--- src/core/cpu_regs_pkg.sv ---
package cpu_regs_pkg;

    // ------------------------------------------------------------------
    // Data-space locations
    // ------------------------------------------------------------------
    localparam logic [7:0] ADDR_FIRST_PTR = 8'h80;
    localparam logic [7:0] ADDR_SECOND_PTR = 8'h81;
    localparam logic [7:0] ADDR_SLOT_A = 8'h82;
    localparam logic [7:0] ADDR_SLOT_B = 8'h83;
    localparam logic [7:0] ADDR_ACCUM = 8'hff;

    // ------------------------------------------------------------------
    // Program counter and stack
    // ------------------------------------------------------------------
    localparam int PC_WIDTH = 12;
    localparam int STACK_DEPTH = 6;
    localparam logic [11:0] RESET_VECTOR = 12'hffe;
    localparam logic [7:0] DATA_RESET = 8'h00;
    localparam logic [11:0] PC_RESET = 12'h000;
    localparam int SHORT_DIRECT_CYCLES = 4;

    // ------------------------------------------------------------------
    // Types
    // ------------------------------------------------------------------
    typedef enum logic [1:0] {
        CTX_MAIN,
        CTX_IRQ,
        CTX_NMI
    } ctx_type;

    typedef enum logic [2:0] {
        PC_HOLD,
        PC_INCREMENT,
        PC_RELATIVE,
        PC_JUMP,
        PC_CALL,
        PC_VECTOR,
        PC_RETURN,
        PC_IRET
    } pc_op_type;

    typedef struct packed {
        logic carry;
        logic zero;
    } flags_type;

    typedef struct packed {
        logic wr;
        logic [7:0] addr;
        logic [7:0] data;
    } data_wr_type;

    typedef struct packed {
        logic carry_we;
        logic carry;
        logic zero_we;
        logic zero;
    } flag_upd_type;

    typedef struct packed {
        pc_op_type op;
        logic [11:0] target;
        logic [7:0] offset;
        logic to_nmi;
    } pc_cmd_type;

endpackage

--- src/core/cpu_register_file_flag_banks.sv ---
`timescale 1ns/10ps
// Notes on behaviour
// RULE_01: 8-bit accumulator for all ALU work, also data-space location FFh.
// RULE_02: Two 8-bit index pointers at data-space 80h and 81h.
// RULE_03: Two 8-bit short-direct registers at data-space 82h and 83h.
// RULE_04: Short-direct access is a one-byte, four-cycle instruction.
// RULE_05: Short-direct mode also reaches both index pointers.
// RULE_06: Program counter is 12 bits, covering 4096 bytes.
// RULE_07: Ordinary instruction advances the program counter by one.
// RULE_08: Relative branch adds signed offset to program counter via the ALU; the code uses its own rel_sum adder.
// RULE_09: PC loads jump, call, vector, reset vector or stack pop.
// RULE_10: Three carry/zero pairs: main, interrupt and non-maskable contexts.
// RULE_11: Taking an interrupt switches at once to that context's flag pair.
// RULE_12: Interrupt return restores the previously active flag pair.
// RULE_13: Only the active context's flag pair is readable or writable.
// RULE_14: Context switches never clear flags; all pairs keep their values.
// RULE_15: Carry follows ALU carry or borrow, bit tests and rotate-left.
// RULE_16: Zero is set when the last arithmetic or logic result is zero.
// RULE_17: After reset the non-maskable context and its flags are active.
// RULE_18: Six-level 12-bit return stack; push drops deepest, pop loads PC.
module cpu_register_file_flag_banks #(
    parameter int STACK_LEVELS = 6
) (
    input wire logic ref_clk,
    input wire logic reset_n,
    input cpu_regs_pkg::data_wr_type data_wr,
    input wire logic [7:0] data_rd_addr,
    output logic [7:0] data_rd_data,
    output logic data_rd_hit,
    input wire logic [1:0] short_sel,
    output logic [7:0] short_rd_data,
    input wire logic accum_we,
    input wire logic [7:0] accum_alu_data,
    input cpu_regs_pkg::flag_upd_type flag_upd,
    output cpu_regs_pkg::flags_type active_flags,
    output cpu_regs_pkg::ctx_type active_ctx,
    input cpu_regs_pkg::pc_cmd_type pc_cmd,
    output logic [11:0] program_counter,
    output logic [7:0] accumulator_out,
    output logic [7:0] first_pointer_out,
    output logic [7:0] second_pointer_out,
    output logic [2:0] stack_level
);
    import cpu_regs_pkg::*;

    // The level counter is three bits wide, so deeper stacks are refused.
    if (STACK_LEVELS < 1 || STACK_LEVELS > 7) begin
        $error("STACK_LEVELS must be 1 to 7");
    end

    // ------------------------------------------------------------------
    // Reset release
    // ------------------------------------------------------------------
    // Reset takes hold at once but is let go through two flops, so every
    // register leaves reset on the same edge and none sees a runt release.
    // The cost is two idle cycles before the first command is taken.
    logic rst_meta_r;
    logic rst_sync_r;

    always_ff @(posedge ref_clk or negedge reset_n) begin
        if (!reset_n) begin
            rst_meta_r <= 1'b0;
            rst_sync_r <= 1'b0;
        end else begin
            rst_meta_r <= 1'b1;
            rst_sync_r <= rst_meta_r;
        end
    end

    wire logic rst_n = rst_sync_r;

    // Slot order follows the data-space order, so both index pointers sit
    // in front of the two dedicated short-direct registers.
    function automatic logic [7:0] sel_short(input logic [1:0] sel,
                                             input logic [7:0] p0,
                                             input logic [7:0] p1,
                                             input logic [7:0] s0,
                                             input logic [7:0] s1);
        logic [7:0] v;
        case (sel)
            2'd0: v = p0;
            2'd1: v = p1;
            2'd2: v = s0;
            default: v = s1;
        endcase
        return v;
    endfunction

    // ------------------------------------------------------------------
    // Data-space registers
    // ------------------------------------------------------------------
    logic [7:0] accumulator_r, accumulator_nxt;
    logic [7:0] first_pointer_r, first_pointer_nxt;
    logic [7:0] second_pointer_r, second_pointer_nxt;
    logic [7:0] short_slot_a_r, short_slot_a_nxt;
    logic [7:0] short_slot_b_r, short_slot_b_nxt;

    // A data-space write wins over an ALU result landing in the same
    // cycle, since the sequencer never issues both for one instruction.
    always_comb begin
        accumulator_nxt = accumulator_r;
        first_pointer_nxt = first_pointer_r;
        second_pointer_nxt = second_pointer_r;
        short_slot_a_nxt = short_slot_a_r;
        short_slot_b_nxt = short_slot_b_r;
        if (accum_we) begin
            accumulator_nxt = accum_alu_data; // see RULE_01
        end
        if (data_wr.wr) begin
            case (data_wr.addr)
                ADDR_ACCUM: accumulator_nxt = data_wr.data; // see RULE_01
                ADDR_FIRST_PTR: first_pointer_nxt = data_wr.data; // see RULE_02
                ADDR_SECOND_PTR: second_pointer_nxt = data_wr.data; // see RULE_02
                ADDR_SLOT_A: short_slot_a_nxt = data_wr.data; // see RULE_03
                ADDR_SLOT_B: short_slot_b_nxt = data_wr.data; // see RULE_03
                default: ;
            endcase
        end
    end

    always_ff @(posedge ref_clk or negedge rst_n) begin
        if (!rst_n) begin
            accumulator_r <= DATA_RESET;
            first_pointer_r <= DATA_RESET;
            second_pointer_r <= DATA_RESET;
            short_slot_a_r <= DATA_RESET;
            short_slot_b_r <= DATA_RESET;
        end else begin
            accumulator_r <= accumulator_nxt;
            first_pointer_r <= first_pointer_nxt;
            second_pointer_r <= second_pointer_nxt;
            short_slot_a_r <= short_slot_a_nxt;
            short_slot_b_r <= short_slot_b_nxt;
        end
    end

    // Reads are combinational so the sequencer sees them within its own
    // cycle; unmapped addresses return zero with data_rd_hit low.
    always_comb begin
        data_rd_hit = 1'b1;
        case (data_rd_addr)
            ADDR_ACCUM: data_rd_data = accumulator_r; // see RULE_01
            ADDR_FIRST_PTR: data_rd_data = first_pointer_r; // see RULE_02
            ADDR_SECOND_PTR: data_rd_data = second_pointer_r; // see RULE_02
            ADDR_SLOT_A: data_rd_data = short_slot_a_r; // see RULE_03
            ADDR_SLOT_B: data_rd_data = short_slot_b_r; // see RULE_03
            default: begin
                data_rd_data = 8'h00;
                data_rd_hit = 1'b0;
            end
        endcase
    end

    // The two-bit field of the one-byte short-direct opcode picks a slot;
    // timing of the four-cycle access belongs to the sequencer.
    assign short_rd_data = sel_short(short_sel, first_pointer_r,
        second_pointer_r, short_slot_a_r, short_slot_b_r); // see RULE_04 see RULE_05

    assign accumulator_out = accumulator_r;
    assign first_pointer_out = first_pointer_r;
    assign second_pointer_out = second_pointer_r;

    // ------------------------------------------------------------------
    // Flag banks and context
    // ------------------------------------------------------------------
    // The context code doubles as the bank index; the unused fourth code
    // can never be loaded, so no fourth bank is built.
    flags_type bank_r [3];
    flags_type bank_nxt [3];
    ctx_type ctx_r, ctx_nxt;
    ctx_type prev_ctx_r, prev_ctx_nxt;
    ctx_type main_ret_r, main_ret_nxt;

    // Only the active bank is visible or written; the others hold.
    always_comb begin
        for (int i = 0; i < 3; i++) begin
            bank_nxt[i] = bank_r[i]; // see RULE_14
        end
        if (flag_upd.carry_we) begin
            bank_nxt[ctx_r].carry = flag_upd.carry; // see RULE_13 see RULE_15
        end
        if (flag_upd.zero_we) begin
            bank_nxt[ctx_r].zero = flag_upd.zero; // see RULE_13 see RULE_16
        end
    end

    // Nesting depth is one level per kind: entry remembers the context
    // left behind and return goes back to it.
    // A second maskable entry from inside interrupt context overwrites
    // the stored context, so software must not nest maskable interrupts.
    always_comb begin
        ctx_nxt = ctx_r;
        prev_ctx_nxt = prev_ctx_r;
        main_ret_nxt = main_ret_r;
        case (pc_cmd.op)
            PC_VECTOR: begin
                ctx_nxt = pc_cmd.to_nmi ? CTX_NMI : CTX_IRQ; // see RULE_11
                if (pc_cmd.to_nmi) begin
                    prev_ctx_nxt = ctx_r;
                end else begin
                    main_ret_nxt = ctx_r;
                end
            end
            PC_IRET: begin
                if (ctx_r == CTX_NMI) begin
                    ctx_nxt = prev_ctx_r; // see RULE_12
                end else begin
                    ctx_nxt = main_ret_r; // see RULE_12
                end
            end
            default: ;
        endcase
    end

    always_ff @(posedge ref_clk or negedge rst_n) begin
        if (!rst_n) begin
            for (int i = 0; i < 3; i++) begin
                bank_r[i] <= '0; // see RULE_10
            end
            ctx_r <= CTX_NMI; // see RULE_17
            prev_ctx_r <= CTX_MAIN;
            main_ret_r <= CTX_MAIN;
        end else begin
            for (int i = 0; i < 3; i++) begin
                bank_r[i] <= bank_nxt[i];
            end
            ctx_r <= ctx_nxt;
            prev_ctx_r <= prev_ctx_nxt;
            main_ret_r <= main_ret_nxt;
        end
    end

    assign active_flags = bank_r[ctx_r]; // see RULE_13
    assign active_ctx = ctx_r;

    // ------------------------------------------------------------------
    // Program counter and return stack
    // ------------------------------------------------------------------
    // Reset loads the reset vector location straight into the counter;
    // fetching the vector word itself is left to the sequencer, which
    // then issues an ordinary jump.
    logic [11:0] pc_r, pc_nxt;
    logic [11:0] stack_r [STACK_LEVELS];
    logic [11:0] stack_nxt [STACK_LEVELS];
    logic [2:0] level_r, level_nxt;
    logic [11:0] rel_sum;

    // Offset sign-extended and added by the local rel_sum adder, wrapping at 4 KB.
    assign rel_sum = pc_r + {{4{pc_cmd.offset[7]}}, pc_cmd.offset}; // see RULE_08

    always_comb begin
        pc_nxt = pc_r;
        level_nxt = level_r;
        for (int i = 0; i < STACK_LEVELS; i++) begin
            stack_nxt[i] = stack_r[i];
        end
        case (pc_cmd.op)
            PC_INCREMENT: pc_nxt = pc_r + 12'h001; // see RULE_07 see RULE_06
            PC_RELATIVE: pc_nxt = rel_sum; // see RULE_08
            PC_JUMP: pc_nxt = pc_cmd.target; // see RULE_09
            PC_CALL, PC_VECTOR: begin
                pc_nxt = pc_cmd.target; // see RULE_09
                stack_nxt[0] = pc_r; // see RULE_18
                for (int i = 1; i < STACK_LEVELS; i++) begin
                    stack_nxt[i] = stack_r[i-1];
                end
                // At full depth the oldest entry falls off the bottom and
                // the count stays at its top, so returns still pop.
                if (level_r < 3'(STACK_LEVELS)) begin
                    level_nxt = level_r + 3'd1;
                end
            end
            PC_RETURN, PC_IRET: begin
                // Empty stack: the pop is skipped and the counter holds its value.
                if (level_r != 3'd0) begin
                    pc_nxt = stack_r[0]; // see RULE_09 see RULE_18
                    for (int i = 0; i < STACK_LEVELS - 1; i++) begin
                        stack_nxt[i] = stack_r[i+1];
                    end
                    level_nxt = level_r - 3'd1;
                end
            end
            default: ;
        endcase
    end

    always_ff @(posedge ref_clk or negedge rst_n) begin
        if (!rst_n) begin
            pc_r <= RESET_VECTOR; // see RULE_09
            level_r <= 3'd0;
            for (int i = 0; i < STACK_LEVELS; i++) begin
                stack_r[i] <= PC_RESET;
            end
        end else begin
            pc_r <= pc_nxt;
            level_r <= level_nxt;
            for (int i = 0; i < STACK_LEVELS; i++) begin
                stack_r[i] <= stack_nxt[i];
            end
        end
    end

    // The level count lets the sequencer tell an empty stack from a full
    // one without reading the entries themselves.
    assign program_counter = pc_r;
    assign stack_level = level_r;

endmodule

--- config.mk ---
export PLATFORM = sky130hd
export DESIGN_NAME = cpu_register_file_flag_banks
export DESIGN_NICKNAME = d
export VERILOG_FILES = /design/src/core/cpu_regs_pkg.sv /design/src/core/cpu_register_file_flag_banks.sv
export SDC_FILE = /design/constraint.sdc
export NUM_CORES = 1
export LEC_CHECK = 0
export BUFFER_PORTS_ARGS = -buffer_cell sky130_fd_sc_hd__buf_2
export CAP_MARGIN = 20
export CORE_MARGIN = 4
export CORE_UTILIZATION = 60
export CTS_BUF_LIST = sky130_fd_sc_hd__clkbuf_8
export DETAILED_ROUTE_END_ITERATION = 10
export MAX_ROUTING_LAYER = met4
export PLACE_DENSITY_LB_ADDON = 0.3
export SLEW_MARGIN = 15
export SYNTH_ARGS = -nofsm -noshare
export SYNTH_HDL_FRONTEND = slang
export SYNTH_SLANG_ARGS = --single-unit
--- constraint.sdc ---
create_clock -name ref_clk -period 6.46 [get_ports ref_clk]
set_clock_uncertainty 0.1 [all_clocks]
set_input_delay 0.969 -clock ref_clk [delete_from_list [all_inputs] [get_ports ref_clk]]
set_output_delay 0.969 -clock ref_clk [all_outputs]
set_load 0.03 [all_outputs]
==> flow_metrics.env, run 1 <==
export IMPL_syn_nets=774
export IMPL_p_leak_nw=4.18
export IMPL_grt_overflow=0
export IMPL_dp_hpwl_um=12000
export IMPL_drc=0
export IMPL_drt_initial_drc_count=478
export IMPL_io_pins=126
export IMPL_grt_pass1_vias=5800
export IMPL_syn_area_mm2=0.00742
export IMPL_maxCapViolations=0
export IMPL_port_buffers=125
export IMPL_cts_resized=0
export IMPL_initial_core_util_pct=61.5
export IMPL_die_h_um=119
export IMPL_row_count=40
export IMPL_endpoint_kind="register"
export IMPL_worst_slew_pin_slew_ns=0.976
export IMPL_antenna_left=0
export IMPL_setup_tns_ns=0
export IMPL_routed_wl_um=16900
export IMPL_die_x_um=119
export IMPL_cts_made_buffers=17
export IMPL_grt_total_usage_pct=25.2
export IMPL_cts_tree="done"
export IMPL_syn2layout_area_growth_pct=15.4
export IMPL_ys_types=58
export IMPL_fin_crit_sh_pct=63.3
export IMPL_max_vdd_ir_drop_uv=197
export IMPL_place_congestion=0.896
export IMPL_start_kind="input port"
export IMPL_path_cells="buf_2, nor3b_1, nand2b_1, ha_1, fa_1, a211oi_1, nor2_1, o41ai_2, mux2i_1, o211ai_1"
export IMPL_cp_required_ns=6.71
export IMPL_worstSkewPairLatency_ns=0.44
export IMPL_hold_path_class="input port to asynchronous set/reset pin"
export IMPL_seq_area_frac_synth_pct=47.7
export IMPL_postSynth_asyncResetShare_pct=100
export IMPL_grt_pass1_wl_um=28300
export IMPL_num_vias=5792
export IMPL_slew_viol_final=0
export IMPL_path_class="input port to register"
export IMPL_wl_per_cell_um=17.1
export IMPL_die_area_mm2=0.0142
export IMPL_slowest_stage="nor3b_1"
export IMPL_slowest_delay_ns=0.81
export IMPL_relSlewSlack_pct=34.9
export IMPL_fin_crit_ns=4.09
export IMPL_dr_pass1_iters=5
export IMPL_syn_area_per_cell_um2=10.6
export IMPL_setup_viol=0
export IMPL_via_per_inst=5.85
export IMPL_hold_violations=0
export IMPL_antenna_cells=0
export IMPL_cp_top_family="simple AND/OR/NAND/NOR gates"
export IMPL_grt_max_degree=123
export IMPL_cts_hold_buf=0
export IMPL_status="finished clean"
export IMPL_powerDensity_mw_per_mm2=349
export IMPL_core_mm2=0.0121
export IMPL_clockBufferDepth=2
export IMPL_synth_edff_count=0
export IMPL_rsz0062_at_grt="false"
export IMPL_drive_above_1_share_pct=30.0
export IMPL_final_nets=884
export IMPL_antenna_found_initial=0
export IMPL_cts_root_buf="clkbuf_8"
export IMPL_cts_max_level=4
export IMPL_fillers=914
export IMPL_cp_arrival_ns=4.35
export IMPL_post_cts_buffers=0
export IMPL_hold_ws_ns=0.194
export IMPL_final_cell_mix="dfrtp_1 (128), buf_2 (125), nand2_1 (103)"
export IMPL_clk_pin_slew_worst_paths_ns=0.07
export IMPL_syn_inst=699
export IMPL_final_common_cell="dfrtp_1"
export IMPL_cp_max_fo=18
export IMPL_cts_sinks=141
export IMPL_max_freq_mhz=244
export IMPL_ys_warn_count=0
export IMPL_yosys_most_used_dff="dfrtp_1"
export IMPL_yosys_register_bits=141
export IMPL_critPathBufInv=1
per-layer routing:
metal  routed length [um]  share of wire [%]  track usage, %
met1                 7160                 42            30.9
met2                 8600                 51            41.9
met5                    0                  0               -
met4                  252                1.5            8.33
met3                  940                5.5            5.18
Yosys cell counts (all sizes together), types with 2 or more instances:
| library cell | count | area share (%) |
|---|---|---|
| dfstp | 12 | 4.2 |
| a211o | 2 | 0.24 |
| nand3b | 2 | 0.20 |
| nor4b | 3 | 0.35 |
| mux2i | 91 | 12 |
| inv | 12 | 0.61 |
| nor2 | 19 | 0.96 |
| o211ai | 3 | 0.30 |
| a31oi | 8 | 0.67 |
| a21oi | 9 | 0.61 |
| nor3b | 2 | 0.35 |
| o21a | 4 | 0.40 |
| buf | 14 | 0.89 |
| nand2b | 10 | 0.84 |
| ha | 7 | 1.2 |
| fa | 2 | 0.54 |
| nor2b | 2 | 0.17 |
| or4 | 2 | 0.20 |
| a21o | 4 | 0.40 |
| o21bai | 2 | 0.20 |
| mux2 | 56 | 8.5 |
| dfrtp | 129 | 43 |
| o21ai | 91 | 6.1 |
| clkbuf | 27 | 1.4 |
| nand3 | 21 | 1.4 |
| nor3 | 8 | 0.76 |
| a22oi | 6 | 0.61 |
| and2 | 7 | 0.59 |
| a222oi | 8 | 1.1 |
| nand2 | 103 | 5.2 |
| a211oi | 2 | 0.20 |
| mux4 | 8 | 2.4 |
| nand4 | 4 | 0.34 |
where the power goes:
group          internal (mW)  switching, mW  total (mW)  leakage (nW)
Clock                  0.387          0.316       0.703         0.220
Sequential              1.19          0.275        1.46          1.80
Combinational          0.365          0.463       0.828          2.16
metrics by stage:
step | area, um^2 | power, mW | instances | setup slack, ns | utilization (%)
2_1_floorplan | 7420 | 2.03 | 699 | 2.16 | -
6_report | 8570 | 2.99 | 990 | 2.37 | 71.0
3_5_place_dp | 8150 | 2.31 | 957 | 2.04 | 67.6
4_1_cts | 8550 | 3.01 | 989 | 2.41 | 70.9
3_3_place_gp | 8150 | 2.24 | 957 | 2.21 | 67.6
5_1_grt | 8570 | 3.20 | 990 | 2.21 | 71.0
cell families after synthesis:
logic type	synth area share, %
simple gates	12.7
mux	23.2
buf+inv	2.87
fa+ha+maj	1.72
compound gates	11.6
flops	47.7
xor+xnor	0.118
other cells	0.0505
layout make-up:
| class | count | area, um^2 | area share (%) |
|---|---|---|---|
| sequential | 141 | 3550 | 41.4 |
| inverter | 12 | 45.0 | 0.526 |
| tap | 168 | 210 | 2.45 |
| clock buffer | 22 | 303 | 3.53 |
| timing repair buffer | 132 | 691 | 8.06 |
| multi-input combinational | 505 | 3670 | 42.9 |
| clock inverter | 10 | 97.6 | 1.14 |
registers in the layout (all words and copies together) (netlist names):
| register | count |
|---|---|
| accumulator_out | 8 |
| active_ctx | 2 |
| bank_r | 6 |
| first_pointer_out | 8 |
| main_ret_r | 2 |
| prev_ctx_r | 2 |
| program_counter | 12 |
| rst_meta_r | 1 |
| rst_n | 1 |
| second_pointer_out | 8 |
| short_slot_a_r | 8 |
| short_slot_b_r | 8 |
| stack_level | 3 |
| stack_r | 72 |
worst reg2reg max path: stages (launching register included):
cell      delay (ns)
dfrtp_1         0.42
ha_1            0.25
fa_1            0.43
a211oi_1        0.32
nor2_1          0.12
o41ai_2         0.63
mux2i_1         0.30
o211ai_1        0.10
final timing paths:
path	startpoint	end	slack [ns]	depth (start not counted)
worst max register to register	program_counter[0]	program_counter[8]	3.71	7
worst max-delay path	pc_cmd[22]	program_counter[8]	2.37	10
max in group asynchronous	rst_n	program_counter[0]	4.52	1
worst min-delay path	reset_n	rst_n	0.19	1
min in group ref_clk	rst_meta_r	rst_n	0.26	0
worst min register to register	rst_meta_r	rst_n	0.26	0
No activity file was read; power rests on OpenSTA's default activity.
==> inputs of run 2 (changes only) <==
CORE_UTILIZATION = 53   (was 60)
clock period = 3.5 ns   (was 6.46 ns; I/O delays follow)
==> run 2 against run 1 <==
  * Highest routed layer unchanged
  * Cell count up 1.4%
  * Die area up 12%
  * Largest power group unchanged
  * Design area up 1.6%
  * First-iteration DRC count down 19%
  * Sequential power up 85%
  * Register-to-register slack worse by 2.8 ns
  * Non-clock buffer count up 6
  * Worst setup slack worse by 1.8 ns
  * Via count up 1.1%
  * Clock-buffer cell count down 3
  * Combinational power up 87%
  * Critical path depth up 1
==> flow_metrics.env, run 2 (same netlist as run 1, synthesis figures left out) <==
export IMPL_clockBufferDepth=2
export IMPL_cp_arrival_ns=3.19
export IMPL_wl_per_cell_um=17.1
export IMPL_die_x_um=126
export IMPL_fin_crit_ns=2.94
export IMPL_grt_max_degree=72
export IMPL_initial_core_util_pct=55.2
export IMPL_place_congestion=0.938
export IMPL_status="finished clean"
export IMPL_cp_startpoint="pc_cmd[23]"
export IMPL_powerDensity_mw_per_mm2=659
export IMPL_num_vias=5853
export IMPL_drive_above_1_share_pct=30.8
export IMPL_antenna_found_initial=0
export IMPL_worstSkewPairLatency_ns=0.44
export IMPL_grt_pass1_wl_um=29100
export IMPL_final_cell_mix="dfrtp_1 (128), buf_2 (125), nand2_1 (103)"
export IMPL_largest_register_ffs=72
export IMPL_setup_tns_ns=0
export IMPL_die_area_mm2=0.0160
export IMPL_fillers=1102
export IMPL_core_mm2=0.0135
export IMPL_grt_total_usage_pct=22.8
export IMPL_final_common_cell="dfrtp_1"
export IMPL_post_cts_buffers=0
export IMPL_finalPower_mw=5.74
export IMPL_max_freq_mhz=340
export IMPL_worst_slack_ns=0.557
export IMPL_io_pins=126
export IMPL_grt_overflow=0
export IMPL_row_count=42
export IMPL_cts_tree="done"
export IMPL_clk_pin_slew_worst_paths_ns=0.07
export IMPL_final_nets=890
export IMPL_p_leak_nw=4.24
export IMPL_start_kind="input port"
export IMPL_slew_viol_final=0
export IMPL_syn2layout_area_growth_pct=17.3
export IMPL_hold_violations=0
export IMPL_antenna_cells=0
export IMPL_dr_pass1_iters=7
export IMPL_r2r_start="program_counter[0]"
export IMPL_cp_required_ns=3.75
export IMPL_hold_path_class="input port to register"
export IMPL_rsz0062_at_grt="false"
export IMPL_cts_root_buf="clkbuf_8"
export IMPL_drt_initial_drc_count=389
export IMPL_endpoint_kind="register"
export IMPL_max_vdd_ir_drop_uv=389
export IMPL_slowest_delay_ns=0.43
export IMPL_drc=0
export IMPL_largest_register="stack_r"
export IMPL_relSlewSlack_pct=45.5
export IMPL_min_from="pc_cmd[10]"
export IMPL_fin_crit_sh_pct=84.1
export IMPL_dp_hpwl_um=12300
export IMPL_path_class="input port to register"
export IMPL_port_buffers=125
export IMPL_antenna_left=0
export IMPL_path_cells="buf_2, nor3b_1, nand2b_1, ha_1, fa_1, a211oi_1, nor2_1, o41ai_2, buf_4, mux2i_1, o211ai_1"
export IMPL_cts_made_buffers=17
export IMPL_pre_cts_ws_ns=0.160
export IMPL_setup_viol=0
export IMPL_worst_slew_pin_slew_ns=0.817
export IMPL_routed_wl_um=17200
export IMPL_die_h_um=126
export IMPL_maxCapViolations=0
export IMPL_dpl_cell_count=971
export IMPL_cp_max_fo=16
export IMPL_cts_max_level=4
export IMPL_slowest_stage="fa_1"
export IMPL_via_per_inst=5.83
export IMPL_stdcell_count=1004
export IMPL_grt_pass1_vias=5923
export IMPL_cts_sinks=141
## run 2: layout make-up
cell class / count / area [um^2] / share of cell area [%]
multi-input combinational: 505 / 3670 / 42.2
clock buffer: 19 / 262 / 3.00
inverter: 12 / 45.0 / 0.517
clock inverter: 13 / 195 / 2.24
tap: 176 / 220 / 2.53
timing repair buffer: 138 / 763 / 8.77
sequential: 141 / 3550 / 40.7
## run 2: final timing paths
check | slack [ns] | end | cells after the start
worst min-delay path | 0.22 | program_counter[1] | 3
worst max register to register | 0.91 | program_counter[8] | 8
min in group asynchronous | 0.29 | rst_n | 2
max in group asynchronous | 2.00 | program_counter[10] | 1
worst max-delay path | 0.56 | program_counter[8] | 11
worst min register to register | 0.25 | rst_n | 0
## run 2: critical path: cells and delay by family
kind                       cells  cell delay (ns)
muxes                          1             0.19
adders and majority gates      2             0.66
and+or+nand+nor                3             0.65
buffers and inverters          2             0.40
AOI/OAI and AO/OA              3             0.74
## run 2: routing by layer
layer	GRT usage, %	up-vias	share of wire, %
li1	-	2763	-
met1	28.5	2878	42
met2	37.5	181	51
met3	5.09	31	5.3
met4	6.81	0	1.7
met5	-	-	0
## run 2: report_power, final
part	leakage, nW	switching [mW]	total, mW	internal (mW)
clock network	0.236	0.609	1.49	0.879
logic	2.20	0.871	1.55	0.681
registers	1.80	0.507	2.70	2.19
total	4.24	1.99	5.74	3.75
## run 2: per-stage QoR
step                cell area (um^2)  utilization [%]  hold slack [ns]
floorplan                       7420                -            0.129
global placement                8240             61.3            0.211
detailed placement              8240             61.3            0.214
CTS                             8710             64.7            0.198
global route                    8710             64.7            0.220
finish                          8710             64.7            0.222
## run 2: what timing repair did
item,4_1_cts,5_1_grt
hold endpoints to repair,2,0
hold buffers,1,0
gates resized for setup,0,0
setup endpoints to repair,0,0
==> inputs of run 3 (changes only) <==
clock period = 2.37 ns   (was 3.5 ns; I/O delays follow)
==> run 3 against run 2 <==
  * Clock power up 52%
  * Die area unchanged
  * Sequential cell count unchanged
  * Design area up 4.3%
  * Largest cell class unchanged
  * Largest power group unchanged
==> flow_metrics.env, run 3 (same netlist as run 1, synthesis figures left out) <==
export IMPL_status="finished clean"
export IMPL_drc=0
export IMPL_cp_arrival_ns=2.54
export IMPL_cp_max_fo=4
export IMPL_finalPower_mw=8.68
export IMPL_setup_viol=0
export IMPL_row_count=42
export IMPL_maxCapViolations=0
export IMPL_routed_wl_um=17000
export IMPL_place_congestion=0.897
export IMPL_r2r_cells=8
export IMPL_die_area_mm2=0.0160
export IMPL_max_vdd_ir_drop_uv=631
export IMPL_largest_register_ffs=72
export IMPL_worst_r2r_endpoint="program_counter[8]"
export IMPL_cts_tree="done"
export IMPL_worstSkewPairLatency_ns=0.45
export IMPL_start_kind="register"
export IMPL_slew_viol_final=0
export IMPL_dr_pass1_iters=5
export IMPL_port_buffers=125
export IMPL_core_mm2=0.0135
export IMPL_path_cells="ha_2, fa_2, a211oi_4, nor2_2, o41ai_4, buf_4, mux2i_1, o211ai_1"
export IMPL_final_common_cell="dfrtp_1"
export IMPL_die_x_um=126
export IMPL_cp_startpoint="program_counter[0]"
export IMPL_rsz0062_at_grt="false"
export IMPL_num_vias=5860
export IMPL_r2r_slack_ns=0.09
export IMPL_initial_core_util_pct=55.2
export IMPL_cts_root_buf="clkbuf_8"
export IMPL_drive_above_1_share_pct=33.9
export IMPL_pre_cts_ws_ns=-0.427
export IMPL_cts_sinks=141
export IMPL_die_h_um=126
export IMPL_relSlewSlack_pct=44.6
export IMPL_slowest_delay_ns=0.40
export IMPL_hold_path_class="input port to register"
export IMPL_grt_total_usage_pct=22.6
export IMPL_drt_initial_drc_count=337
export IMPL_final_nets=922
export IMPL_powerDensity_mw_per_mm2=956
export IMPL_max_freq_mhz=439
export IMPL_grt_pass1_vias=5915
export IMPL_worst_slack_ns=0.0932
export IMPL_grt_pass1_wl_um=28700
export IMPL_grt_overflow=0
export IMPL_hold_violations=0
export IMPL_p_leak_nw=4.42
export IMPL_antenna_found_initial=0
export IMPL_critPathBufInv=1
export IMPL_fin_crit_sh_pct=96.1
export IMPL_crit_cells=8
export IMPL_cts_made_buffers=17
export IMPL_antenna_cells=0
export IMPL_slowest_stage="dfrtp_1"
export IMPL_worst_slew_pin_slew_ns=0.832
export IMPL_dp_hpwl_um=12600
export IMPL_cts_max_level=4
export IMPL_antenna_left=0
export IMPL_placed_area_mm2=0.00853
export IMPL_syn2layout_area_growth_pct=22.3
export IMPL_r2r_start="program_counter[0]"
export IMPL_fin_crit_ns=2.28
export IMPL_via_per_inst=5.67
export IMPL_cp_required_ns=2.64
export IMPL_final_cell_mix="dfrtp_1 (128), buf_2 (117), nand2_1 (103)"
export IMPL_clockBufferDepth=2
export IMPL_clk_pin_slew_worst_paths_ns=0.08
export IMPL_io_pins=126
export IMPL_wl_per_cell_um=16.4
export IMPL_final_area_mm2=0.00908
export IMPL_endpoint_kind="register"
export IMPL_hold_ws_ns=0.0712
export IMPL_grt_max_degree=52
export IMPL_largest_register="stack_r"
export IMPL_path_class="register to register"
export IMPL_cp_top_family="compound AO/OA/AOI/OAI gates"
export IMPL_crit_path_end="program_counter[8]"
-- run 3: cell count changes in the layout (fill, tap and decap cells not counted), moves of 2 or more --
cell | before | now
buf_12 | 3 | 5
buf_2 | 125 | 117
buf_4 | 9 | 44
buf_6 | 0 | 2
clkinv_2 | 5 | 0
-- run 3: through the flow --
step,instances,TNS [ns],util (%)
final,1034,0,67.5
after global routing,1034,0,67.5
after CTS,1034,0,67.5
after detailed placement,1001,-1.91,63.4
after global placement,1001,-1.21,63.4
after floorplan,699,-0.589,-
-- run 3: layer usage --
| layer | GRT usage (%) | vias up | part of all wire, % |
|---|---|---|---|
| li1 | - | 2822 | - |
| met4 | 7.89 | 0 | 1.7 |
| met1 | 27.8 | 2838 | 42 |
| met2 | 37.4 | 175 | 51 |
| met5 | - | - | 0 |
| met3 | 4.46 | 25 | 5.4 |
-- run 3: how the worst min path moves through the flow --
stage / endpoint / startpoint / slack, ns / depth (start not counted)
global placement: rst_meta_r / reset_n / 0.04 / 1
global route: bank_r[1] / flag_upd[2] / 0.06 / 2
finish: program_counter[0] / pc_cmd[9] / 0.07 / 3
detailed placement: rst_meta_r / reset_n / 0.04 / 1
CTS: program_counter[0] / pc_cmd[9] / 0.05 / 3
floorplan: rst_meta_r / reset_n / -0.04 / 0
-- run 3: layout make-up --
class,instances,area (um^2)
flip-flops and latches,141,3550
clock buffers,19,262
multi-input cells,505,3730
clock inverters,11,216
well taps,176,220
inverters,12,45.0
repair buffers,170,1060
fillers,1034,4370
-- run 3: timing repair --
| item | in CTS | in global routing |
|---|---|---|
| pin swaps | 2 | 2 |
| buffers inserted | 1 | 0 |
| hold buffers | 2 | 0 |
| gates cloned | 0 | 0 |
| endpoints found under the setup margin | 12 | 10 |
| endpoints found under the hold margin | 3 | 0 |
| resized for setup | 12 | 2 |
-- run 3: power breakdown --
part / leakage, nW / internal, mW / switching (mW)
sequential: 1.80 / 3.24 / 0.717
clock: 0.235 / 1.40 / 0.871
combinational: 2.38 / 1.12 / 1.33
-- run 3: worst min-delay path: cells and delay by family --
family | cells | cell delay, ns
compound gates | 1 | 0.07
buf+inv | 1 | 0.11
simple gates | 1 | 0.05
